### config.mk
export PLATFORM = sky130hd
export DESIGN_NAME = asreg_bank
export DESIGN_NICKNAME = d
export VERILOG_FILES = /design/src/core/asreg_pkg.sv /design/src/core/asreg_bank.sv
export SDC_FILE = /design/constraint.sdc
export NUM_CORES = 1
export LEC_CHECK = 0
export BUFFER_PORTS_ARGS = -buffer_cell sky130_fd_sc_hd__buf_2
export CAP_MARGIN = 25
export CORE_AREA = 2 2 197 199
export DETAILED_ROUTE_END_ITERATION = 8
export DIE_AREA = 0 0 199 201
export SYNTH_ARGS = -nofsm -noshare
export SYNTH_HDL_FRONTEND = slang
export SYNTH_SLANG_ARGS = --single-unit
### constraint.sdc
create_clock -name clk -period 5.9 [get_ports clk]
set_input_delay 0.295 -clock clk [delete_from_list [all_inputs] [get_ports clk]]
set_output_delay 0.295 -clock clk [all_outputs]
set_load 0.005 [all_outputs]
### src/core/asreg_pkg.sv
// Constants and carrier types for the per-strand ancillary state register bank.
// Assumes one core clock at 250 MHz and a synchronous active-high reset.
// Summary of operation
// RL1: Nonprivileged alternate access with space id 0x00..0x7F raises privileged action.
// RL2: Privileged, not hyperprivileged, access with id 0x30..0x7F raises privileged action.
// RL3: Space id register accepts any value from any privilege level.
// RL4: Cycle counter holds up to 63 bits and advances every clock.
// RL5: Counter bit 63 is the lock on nonprivileged reads.
// RL6: Privileged privreg write to counter is illegal and leaves it unchanged.
// RL7: Locked counter read by user code raises privileged action, else succeeds.
// RL8: User privreg read or write of counter raises privileged opcode.
// RL9: Narrower counter still lasts ten years; unbuilt upper bits read zero.
// RL10: Current and next instruction addresses keep bits 1:0 at zero.
// RL11: Instruction address readable only; write to register 5 is illegal.
// RL12: Next address never explicit; addresses change by transfers or retry only.
// RL13: Float op faults unless fp_state bit 2 and state_fp_on both set.
// RL14: fp_state bit 1 sets on upper float register change; software clears.
// RL15: fp_state bit 0 sets on lower float register change; software clears.
// RL16: Dirty bits may be set pessimistically on any float issue.
// RL17: A faulted float op still sets its destination dirty bit.
// RL18: Unused performance control bits read zero; software writes back zeros.
// RL19: Performance control free in privileged mode; user access is privileged opcode.
// RL20: Bits 16:11 and 9:4 select upper and lower counter events.
// RL21: Bit 2 counts user events, bit 1 counts privileged events.
// RL22: Bit 0 set makes user counter access raise privileged action.
// RL23: Faulting access changes nothing; exception reported with the access result.
// RL24: Cycle counter wraps to zero silently.
package asreg_pkg;

    localparam int          DATA_W         = 64;
    localparam int          NUM_W          = 5;
    localparam int          CLK_PERIOD_NS  = 4;
    localparam longint      TEN_YEARS_S    = 64'h0000_0000_12CF_5AC0;
    localparam longint      NS_PER_S       = 64'h0000_0000_3B9A_CA00;
    localparam longint      TEN_YEAR_CYC   = TEN_YEARS_S
                                             * (NS_PER_S / CLK_PERIOD_NS);
    localparam int          MIN_CNT_BITS   = $clog2(TEN_YEAR_CYC + 1);
    localparam int          MAX_CNT_BITS   = 63;

    localparam logic [NUM_W-1:0] ASR_SPACE_ID  = 5'h03;
    localparam logic [NUM_W-1:0] ASR_CYCLE_CNT = 5'h04;
    localparam logic [NUM_W-1:0] ASR_INSTR_ADR = 5'h05;
    localparam logic [NUM_W-1:0] ASR_FP_STATE  = 5'h06;
    localparam logic [NUM_W-1:0] ASR_PERF_CTL  = 5'h10;
    localparam logic [NUM_W-1:0] PREG_CYCLE    = 5'h04;

    localparam logic [7:0]  ASI_PRIV_LO    = 8'h30;
    localparam logic [7:0]  ASI_RESTR_HI   = 8'h7F;
    localparam int          LOCK_BIT       = 63;
    localparam int          FP_ON_BIT      = 2;
    localparam int          FP_UP_BIT      = 1;
    localparam int          FP_LO_BIT      = 0;
    localparam logic [63:0] PERF_CTL_MASK  = 64'h0000_0000_0001_FBF7;
    localparam logic [7:0]  ASI_RESET      = 8'h00;
    localparam logic [2:0]  FP_STATE_RESET = 3'h0;
    localparam logic [63:0] PERF_RESET     = 64'h0000_0000_0000_0000;
    localparam logic        LOCK_RESET     = 1'b1;

    typedef enum logic [2:0] {
        ASREG_OP_RD_ANC  = 3'h1,
        ASREG_OP_WR_ANC  = 3'h2,
        ASREG_OP_RD_PRIV = 3'h3,
        ASREG_OP_WR_PRIV = 3'h4
    } asreg_op_t;

    typedef enum logic [2:0] {
        ASREG_EXC_NONE     = 3'h0,
        ASREG_EXC_PRIV_ACT = 3'h1,
        ASREG_EXC_PRIV_OPC = 3'h2,
        ASREG_EXC_ILLEGAL  = 3'h3
    } asreg_exc_t;

    typedef struct packed {
        logic              valid;
        asreg_op_t         op;
        logic [NUM_W-1:0]  num;
        logic [DATA_W-1:0] wdata;
    } asreg_req_t;

    typedef struct packed {
        logic              valid;
        asreg_exc_t        exc;
        logic [DATA_W-1:0] rdata;
    } asreg_resp_t;

    typedef struct packed {
        logic              valid;
        logic              retry;
        logic [DATA_W-1:0] target;
        logic [DATA_W-1:0] saved_addr;
        logic [DATA_W-1:0] saved_next;
    } asreg_flow_t;

    typedef struct packed {
        logic valid;
        logic dest_upper;
        logic dest_lower;
    } asreg_fp_t;

    typedef struct packed {
        logic [5:0] upper_event_select;
        logic [5:0] lower_event_select;
        logic       user_count_on;
        logic       system_count_on;
        logic       counter_access_lock;
    } asreg_perf_t;

endpackage

### src/core/asreg_bank.sv
// Ancillary state register bank for one strand: access checks and state.
// Assumes the pipeline presents at most one explicit access per cycle and
// that all inputs are synchronous to clk.
`timescale 1ns/1ns
module asreg_bank
    import asreg_pkg::*;
#(
    parameter int          CNT_BITS = MAX_CNT_BITS,
    parameter logic [63:0] RESET_PC = 64'h0000_0000_0000_0000
) (
    input  wire logic        clk,
    input  wire logic        reset,
    input  wire logic        state_privileged,
    input  wire logic        hyper_privileged,
    input  wire logic        state_fp_on,
    input  wire asreg_req_t  req,
    output asreg_resp_t      resp_q,
    input  wire logic        asi_chk_valid,
    input  wire logic        asi_chk_use_imm,
    input  wire logic [7:0]  asi_chk_imm,
    output logic             asi_fault_q,
    input  wire asreg_fp_t   fp_issue,
    output logic             fp_off_fault_q,
    input  wire asreg_flow_t flow,
    output logic [63:0]      instr_address_q,
    output logic [63:0]      next_instr_address_q,
    input  wire logic        pic_chk_valid,
    output logic             pic_fault_q,
    output asreg_perf_t      perf_q
);

    // Narrower counters must still last ten years at this clock
    if (CNT_BITS < MIN_CNT_BITS || CNT_BITS > MAX_CNT_BITS) begin : g_cnt
        $error("CNT_BITS out of range");
    end

    logic [7:0]          alt_space_id_q;
    logic [CNT_BITS-1:0] cnt_q;
    logic                lock_q;
    logic [2:0]          fp_state_q;
    logic [63:0]         perf_ctl_q;

    logic                user_mode;
    logic                priv_only;
    logic                fp_enabled;
    asreg_exc_t          exc_d;
    logic [63:0]         rdata_d;
    logic                wr_asi;
    logic                wr_fp;
    logic                wr_perf;
    logic                wr_cnt;
    logic [7:0]          eff_asi;
    logic                asi_fault_d;
    logic                set_upper;
    logic                set_lower;

    assign user_mode  = !state_privileged && !hyper_privileged;
    assign priv_only  = state_privileged && !hyper_privileged;
    assign fp_enabled = fp_state_q[FP_ON_BIT] && state_fp_on;

    // Access decode; every write strobe is gated by a clean outcome
    always_comb begin
        exc_d   = ASREG_EXC_NONE;
        rdata_d = 64'h0000_0000_0000_0000;
        wr_asi  = 1'b0;
        wr_fp   = 1'b0;
        wr_perf = 1'b0;
        wr_cnt  = 1'b0;
        case (req.op)
            ASREG_OP_RD_ANC: begin
                if (req.num == ASR_SPACE_ID) begin
                    rdata_d = {56'h0000_0000_0000_00, alt_space_id_q};
                end else if (req.num == ASR_CYCLE_CNT) begin
                    if (user_mode && lock_q) begin
                        exc_d = ASREG_EXC_PRIV_ACT; // RL7
                    end else begin
                        rdata_d = {lock_q, 63'(cnt_q)}; // RL5 RL9
                    end
                end else if (req.num == ASR_INSTR_ADR) begin
                    rdata_d = instr_address_q; // RL11
                end else if (req.num == ASR_FP_STATE) begin
                    rdata_d = {61'h0, fp_state_q};
                end else if (req.num == ASR_PERF_CTL) begin
                    if (user_mode) begin
                        exc_d = ASREG_EXC_PRIV_OPC; // RL19
                    end else begin
                        rdata_d = perf_ctl_q; // RL18
                    end
                end else begin
                    exc_d = ASREG_EXC_ILLEGAL;
                end
            end
            ASREG_OP_WR_ANC: begin
                if (req.num == ASR_SPACE_ID) begin
                    wr_asi = 1'b1; // RL3
                end else if (req.num == ASR_FP_STATE) begin
                    wr_fp = 1'b1;
                end else if (req.num == ASR_PERF_CTL) begin
                    if (user_mode) begin
                        exc_d = ASREG_EXC_PRIV_OPC; // RL19
                    end else begin
                        wr_perf = 1'b1;
                    end
                end else begin
                    // Register 5 lands here: never writable
                    exc_d = ASREG_EXC_ILLEGAL; // RL11 RL12
                end
            end
            ASREG_OP_RD_PRIV: begin
                if (user_mode) begin
                    exc_d = ASREG_EXC_PRIV_OPC; // RL8
                end else if (req.num == PREG_CYCLE) begin
                    rdata_d = {lock_q, 63'(cnt_q)};
                end else begin
                    exc_d = ASREG_EXC_ILLEGAL;
                end
            end
            ASREG_OP_WR_PRIV: begin
                if (user_mode) begin
                    exc_d = ASREG_EXC_PRIV_OPC; // RL8
                end else if (req.num == PREG_CYCLE && !priv_only) begin
                    wr_cnt = 1'b1;
                end else begin
                    exc_d = ASREG_EXC_ILLEGAL; // RL6
                end
            end
            default: begin
                exc_d = ASREG_EXC_ILLEGAL;
            end
        endcase
        if (!req.valid) begin
            exc_d   = ASREG_EXC_NONE;
            wr_asi  = 1'b0;
            wr_fp   = 1'b0;
            wr_perf = 1'b0;
            wr_cnt  = 1'b0;
        end
    end

    // Outcome and read data leave together, one edge after the request
    always_ff @(posedge clk) begin
        if (reset) begin
            resp_q <= '0;
        end else begin
            resp_q.valid <= req.valid;
            resp_q.exc   <= exc_d; // RL23
            resp_q.rdata <= rdata_d;
        end
    end

    always_ff @(posedge clk) begin
        if (reset) begin
            alt_space_id_q <= ASI_RESET;
        end else if (wr_asi) begin
            alt_space_id_q <= req.wdata[7:0]; // RL3
        end
    end

    // Restriction is checked only when an access uses the identifier
    always_comb begin
        eff_asi     = asi_chk_use_imm ? asi_chk_imm : alt_space_id_q;
        asi_fault_d = 1'b0;
        if (asi_chk_valid && user_mode && eff_asi <= ASI_RESTR_HI) begin
            asi_fault_d = 1'b1; // RL1
        end
        if (asi_chk_valid && priv_only && eff_asi >= ASI_PRIV_LO
            && eff_asi <= ASI_RESTR_HI) begin
            asi_fault_d = 1'b1; // RL2
        end
    end

    always_ff @(posedge clk) begin
        if (reset) begin
            asi_fault_q <= 1'b0;
        end else begin
            asi_fault_q <= asi_fault_d;
        end
    end

    // Free-running; the wrap is silent by design
    always_ff @(posedge clk) begin
        if (reset) begin
            cnt_q  <= '0;
            lock_q <= LOCK_RESET;
        end else if (wr_cnt) begin
            cnt_q  <= req.wdata[CNT_BITS-1:0];
            lock_q <= req.wdata[LOCK_BIT]; // RL5
        end else begin
            cnt_q  <= cnt_q + 1'b1; // RL4 RL24
        end
    end

    // Dirty marks are pessimistic: any issue naming a half sets it,
    // faulted or not, and a hardware set beats a software clear
    assign set_upper = fp_issue.valid && fp_issue.dest_upper; // RL16 RL17
    assign set_lower = fp_issue.valid && fp_issue.dest_lower; // RL16 RL17

    always_ff @(posedge clk) begin
        if (reset) begin
            fp_state_q <= FP_STATE_RESET;
        end else begin
            if (wr_fp) begin
                fp_state_q[FP_ON_BIT] <= req.wdata[FP_ON_BIT];
            end
            fp_state_q[FP_UP_BIT] <= set_upper ||
                (wr_fp ? req.wdata[FP_UP_BIT] : fp_state_q[FP_UP_BIT]); // RL14
            fp_state_q[FP_LO_BIT] <= set_lower ||
                (wr_fp ? req.wdata[FP_LO_BIT] : fp_state_q[FP_LO_BIT]); // RL15
        end
    end

    always_ff @(posedge clk) begin
        if (reset) begin
            fp_off_fault_q <= 1'b0;
        end else begin
            fp_off_fault_q <= fp_issue.valid && !fp_enabled; // RL13
        end
    end

    // Bits 1:0 are forced clear whatever the source supplies
    always_ff @(posedge clk) begin
        if (reset) begin
            instr_address_q      <= {RESET_PC[63:2], 2'b00};
            next_instr_address_q <= {RESET_PC[63:2] + 62'h1, 2'b00};
        end else if (flow.retry) begin
            instr_address_q      <= {flow.saved_addr[63:2], 2'b00}; // RL12
            next_instr_address_q <= {flow.saved_next[63:2], 2'b00}; // RL10
        end else if (flow.valid) begin
            instr_address_q      <= next_instr_address_q; // RL12
            next_instr_address_q <= {flow.target[63:2], 2'b00}; // RL10
        end
    end

    // Unimplemented bits are never stored, so they read zero
    always_ff @(posedge clk) begin
        if (reset) begin
            perf_ctl_q <= PERF_RESET;
        end else if (wr_perf) begin
            perf_ctl_q <= req.wdata & PERF_CTL_MASK; // RL18
        end
    end

    always_ff @(posedge clk) begin
        if (reset) begin
            perf_q <= '0;
        end else begin
            perf_q.upper_event_select  <= perf_ctl_q[16:11]; // RL20
            perf_q.lower_event_select  <= perf_ctl_q[9:4]; // RL20
            perf_q.user_count_on       <= perf_ctl_q[2]; // RL21
            perf_q.system_count_on     <= perf_ctl_q[1]; // RL21
            perf_q.counter_access_lock <= perf_ctl_q[0];
        end
    end

    always_ff @(posedge clk) begin
        if (reset) begin
            pic_fault_q <= 1'b0;
        end else begin
            pic_fault_q <= pic_chk_valid && user_mode
                           && perf_ctl_q[0]; // RL22
        end
    end

    chk_asi_user_fault: assert property ( // RL1
        @(posedge clk) disable iff (reset)
        asi_chk_valid && user_mode && eff_asi <= 8'h7F |=> asi_fault_q)
        else $error("user restricted space id not faulted");

    chk_asi_priv_band: assert property ( // RL2
        @(posedge clk) disable iff (reset)
        asi_chk_valid && priv_only |=>
        asi_fault_q == ($past(eff_asi) >= 8'h30 && $past(eff_asi) <= 8'h7F))
        else $error("privileged space id check wrong");

    chk_count_advance: assert property ( // RL4
        @(posedge clk) disable iff (reset)
        !reset && !wr_cnt |=> cnt_q == $past(cnt_q) + 1'b1)
        else $error("cycle counter did not advance");

    chk_count_wr_illegal: assert property ( // RL6
        @(posedge clk) disable iff (reset)
        req.valid && req.op == ASREG_OP_WR_PRIV && priv_only
        |=> resp_q.exc == ASREG_EXC_ILLEGAL && $stable(lock_q))
        else $error("privileged counter write not refused");

    chk_count_lock_read: assert property ( // RL7
        @(posedge clk) disable iff (reset)
        req.valid && req.op == ASREG_OP_RD_ANC && req.num == 5'h04
        && user_mode |=> resp_q.exc ==
        ($past(lock_q) ? ASREG_EXC_PRIV_ACT : ASREG_EXC_NONE))
        else $error("locked counter read outcome wrong");

    chk_preg_user: assert property ( // RL8
        @(posedge clk) disable iff (reset)
        req.valid && user_mode && (req.op == ASREG_OP_RD_PRIV
        || req.op == ASREG_OP_WR_PRIV) |=> resp_q.exc == ASREG_EXC_PRIV_OPC)
        else $error("user privreg access not faulted");

    chk_addr_align: assert property ( // RL10
        @(posedge clk) disable iff (reset)
        instr_address_q[1:0] == 2'b00 && next_instr_address_q[1:0] == 2'b00)
        else $error("instruction address misaligned");

    chk_addr_no_write: assert property ( // RL11
        @(posedge clk) disable iff (reset)
        req.valid && req.op == ASREG_OP_WR_ANC && req.num == 5'h05
        && !flow.valid && !flow.retry
        |=> resp_q.exc == ASREG_EXC_ILLEGAL && $stable(instr_address_q))
        else $error("instruction address write not refused");

    chk_fp_gate: assert property ( // RL13
        @(posedge clk) disable iff (reset)
        fp_issue.valid |=>
        fp_off_fault_q == !($past(fp_state_q[2]) && $past(state_fp_on)))
        else $error("float enable gating wrong");

    chk_dirty_wins: assert property ( // RL14 RL15 RL17
        @(posedge clk) disable iff (reset)
        fp_issue.valid && fp_issue.dest_upper && fp_issue.dest_lower
        |=> fp_state_q[1:0] == 2'b11)
        else $error("dirty mark lost");

    chk_perf_user: assert property ( // RL19
        @(posedge clk) disable iff (reset)
        req.valid && user_mode && req.num == 5'h10 && (req.op ==
        ASREG_OP_RD_ANC || req.op == ASREG_OP_WR_ANC)
        |=> resp_q.exc == ASREG_EXC_PRIV_OPC && $stable(perf_ctl_q))
        else $error("user performance control access not faulted");

    chk_pic_lock: assert property ( // RL22
        @(posedge clk) disable iff (reset)
        pic_chk_valid && user_mode && perf_ctl_q[0] |=> pic_fault_q)
        else $error("locked counter access not faulted");

endmodule

==> run_results.csv <==
group,metric,value,unit
outcome,outcome,"completed",
synthesis,syn_area_per_cell,8.35,µm²
synthesis,ys_ff_latch,299,
floorplan,dieWidth,199,µm
grt,grt_start_max_net_pins,166,
synthesis,synth_edf_count,0,
grt,grt_pass1_wl,70200,µm
sta,setup_tns,0,ns
routing,ant_nets,0,
floorplan,start_util,35.1,%
worst_setup_path,critical_path.max_fanout,7,
placement,place_area,16100,µm²
synthesis,async_flop_share,0,%
sta,finalMaxSlewViolations,0,
worst_setup_path,crit_arrival,3.24,ns
grt,grtUsageTotal,22.2,%
clocking,clock_latency,0.54,ns
floorplan,die-area,40000,µm²
sta,whs,0.0298,ns
placement,io_buffers,484,
routing,viasPerCell,5.02,
run,max-cap-violations,0,
worst_setup_path,critPathLaunchType,"flip-flop",
floorplan,core_area,38100,µm²
placement,hpwl,32100,µm
grt,grt_pass1_vias,12900,
sta,finClkSkew,0.0195,ns
clocking,htreeDepth,2,
sta,post-route-period-util,47.7,%
worst_setup_path,end_kind,"flip-flop",
routing,wl_per_cell,17.1,µm
floorplan,rows,72,
finish,drive_gt1_share,27.0,%
clocking,root_buffer,"clkbuf_16",
power_and_ir_drop,leakage,0.00837,µW
floorplan,die_h,201,µm
worst_setup_path,crit_top_cell,"nand4_1",
sta,max_slew.worst_pin.slew,0.916,ns
placement,dpl_worst_slack,2.93,ns
finish,area_delta_synth_final,40.3,%
clocking,path_clk_slew,0.06,ns
sta,grt_setup_unrepaired,"false",
worst_setup_path,crit_chain,"nand4_1 > nor4_2 > and3_1 > nand4_1 > xor2_1 > a211oi_1",
synthesis,synth_flop_cell,"dfxtp_1",
routing,drt-total-wl,46100,µm
min_path,hold_path.class,"input port to flip-flop",
finish,stdcell_area,18800,µm²
synthesis,synth.distinct_cells,52,
power_and_ir_drop,peakVddDrop,0.158,mV
sta,hold_viol_final,0,
synthesis,yosys_warnings,0,
placement,gp_congestion,0.825,
sta,fin_ws,3.08,ns
grt,grt_overflow,0,
clocking,cts_buffers,36,
synthesis,synthCells,1600,
worst_setup_path,crit_required,6.33,ns
routing,num_vias,13500,
finish,nets,2430,
synthesis,synth_area,13400,µm²
worst_setup_path,path_class,"flip-flop to flip-flop",
synthesis,yosysSeqAreaShare,44.8,%
grt,antenna_found_initial,9,
clocking,clock-sinks,299,
sta,fmax,355,MHz
routing,drc,0,
sta,min_period,2.82,ns
worst_setup_path,slowest_delay,0.89,ns
clocking,cts_buffer_depth,3,
power_and_ir_drop,powerDensity,271,nW/µm²
worst_setup_path,crit_slowest_cell,"nor4_2",
sta,max-slew-margin-rel,38.4,%
clocking,cts_tree,"built",
floorplan,io-pin-count,500,
sta,setup_viol,0,
routing,drtPass1Iterations,5,
routing,dr.first_iter.drc_count,710,
-- synth_stat cells (3+ instances only) --
cell,instances,area (µm²)
nor2_1,367,1380
dfxtp_1,299,5990
a21oi_1,179,896
mux2i_1,135,1350
clkbuf_1,95,357
nand2_1,85,319
a211oi_1,58,435
xnor2_1,44,385
a22o_1,40,350
nor3_1,38,190
nand3_1,34,170
nor2b_1,33,206
o21ai_0,24,120
nand4_1,22,138
buf_1,21,78.8
xor2_1,18,158
inv_1,17,63.8
a22oi_1,10,75.1
and3_1,10,62.6
buf_4,6,45.0
a221oi_1,5,43.8
nor4_2,5,62.6
nand2b_1,4,25.0
nor3b_1,4,30.0
o2bb2ai_1,4,35.0
and2_1,3,18.8
buf_2,3,15.0
nor4_1,3,18.8
nor4b_2,3,45.0
-- flip-flops by register name (all words and copies together) (netlist names) --
register / cells
perf_ctl_q: 15
fp_state_q: 3
perf_q: 15
next_instr_address_q: 62
cnt_q: 63
instr_address_q: 62
pic_fault_q: 1
fp_off_fault_q: 1
asi_fault_q: 1
resp_q: 67
alt_space_id_q: 8
lock_q: 1
-- routing by layer --
metal  track usage [%]  share of wire (%)
met5                 0              0.065
met4              9.01                3.0
met3              5.14                7.7
met2              37.3                 47
met1              27.2                 42
-- critical path, delay by kind of cell, from the launching register on --
family / cells / cell delay, ns
XOR/XNOR: 1 / 0.16
flip-flops: 1 / 0.46
AND/OR/NAND/NOR: 4 / 1.84
AO/OA/AOI/OAI: 1 / 0.24
-- stage by stage --
step	power [µW]	std cells	util [%]
after floorplan	2400	1604	-
after global placement	2600	2497	42.4
after global routing	5290	2692	49.2
after CTS	5150	2685	49.1
after detailed placement	2610	2497	42.4
final	5090	2694	49.2
-- final timing paths --
path / from / endpoint / cells after the start / slack, ns
worst max-delay path: cnt_q[2]$_SDFF_PP0_ / cnt_q[45]$_SDFF_PP0_ / 6 / 3.08
worst min-delay path: flow[71] / instr_address_q[7]$_SDFFE_PP0P_ / 3 / 0.03
worst max register to register: cnt_q[2]$_SDFF_PP0_ / cnt_q[45]$_SDFF_PP0_ / 6 / 3.08
worst min register to register: perf_ctl_q[1]$_SDFFE_PP0P_ / perf_ctl_q[1]$_SDFFE_PP0P_ / 2 / 0.47
-- cells by family (layout without fill, tap and decap cells) --
kind of cell	after synthesis	in the layout	share of synthesized area, %
and+or+nand+nor	628	628	21.3
AOI/OAI and AO/OA	331	331	15.4
DFF	299	299	44.8
buffers and inverters	142	706	4.18
muxes	136	136	10.2
xor gates and xnor gates	62	62	4.06
adders and majority gates	1	1	0.0936
other	1	13	0.0281
-- power by group --
group | total, µW | switching (µW) | internal, µW
Sequential | 2130 | 53.3 | 2080
Clock | 2450 | 886 | 1560
Combinational | 507 | 252 | 256
Total | 5090 | 1190 | 3900
-- placed cells by master, fill, tap and decap left out, types with 38 or more instances in the layout --
cell type / n
dlygate4sd3_1: 125
xnor2_1: 44
a211oi_1: 58
a22o_1: 40
nand2_1: 85
nor2_1: 365
dfxtp_1: 299
buf_2: 481
a21oi_1: 179
nor3_1: 38
mux2i_1: 135
-- final cells by class --
type / instances / area (µm²)
antenna: 8 / 20.0
inverter: 17 / 63.8
fill: 3660 / 19300
tap: 518 / 648
multi-input combinational: 1163 / 6870
timing repair buffer: 626 / 3850
clock buffer: 47 / 1050
clock inverter: 16 / 267
sequential: 299 / 5990
-- what timing repair did --
action / CTS / global route
hold buffers: 125 / 0
setup buffers: 0 / 0
endpoints found under the hold margin: 124 / 0
gates resized for setup: 0 / 0
Note: power is estimated with default switching activity, not from simulation.
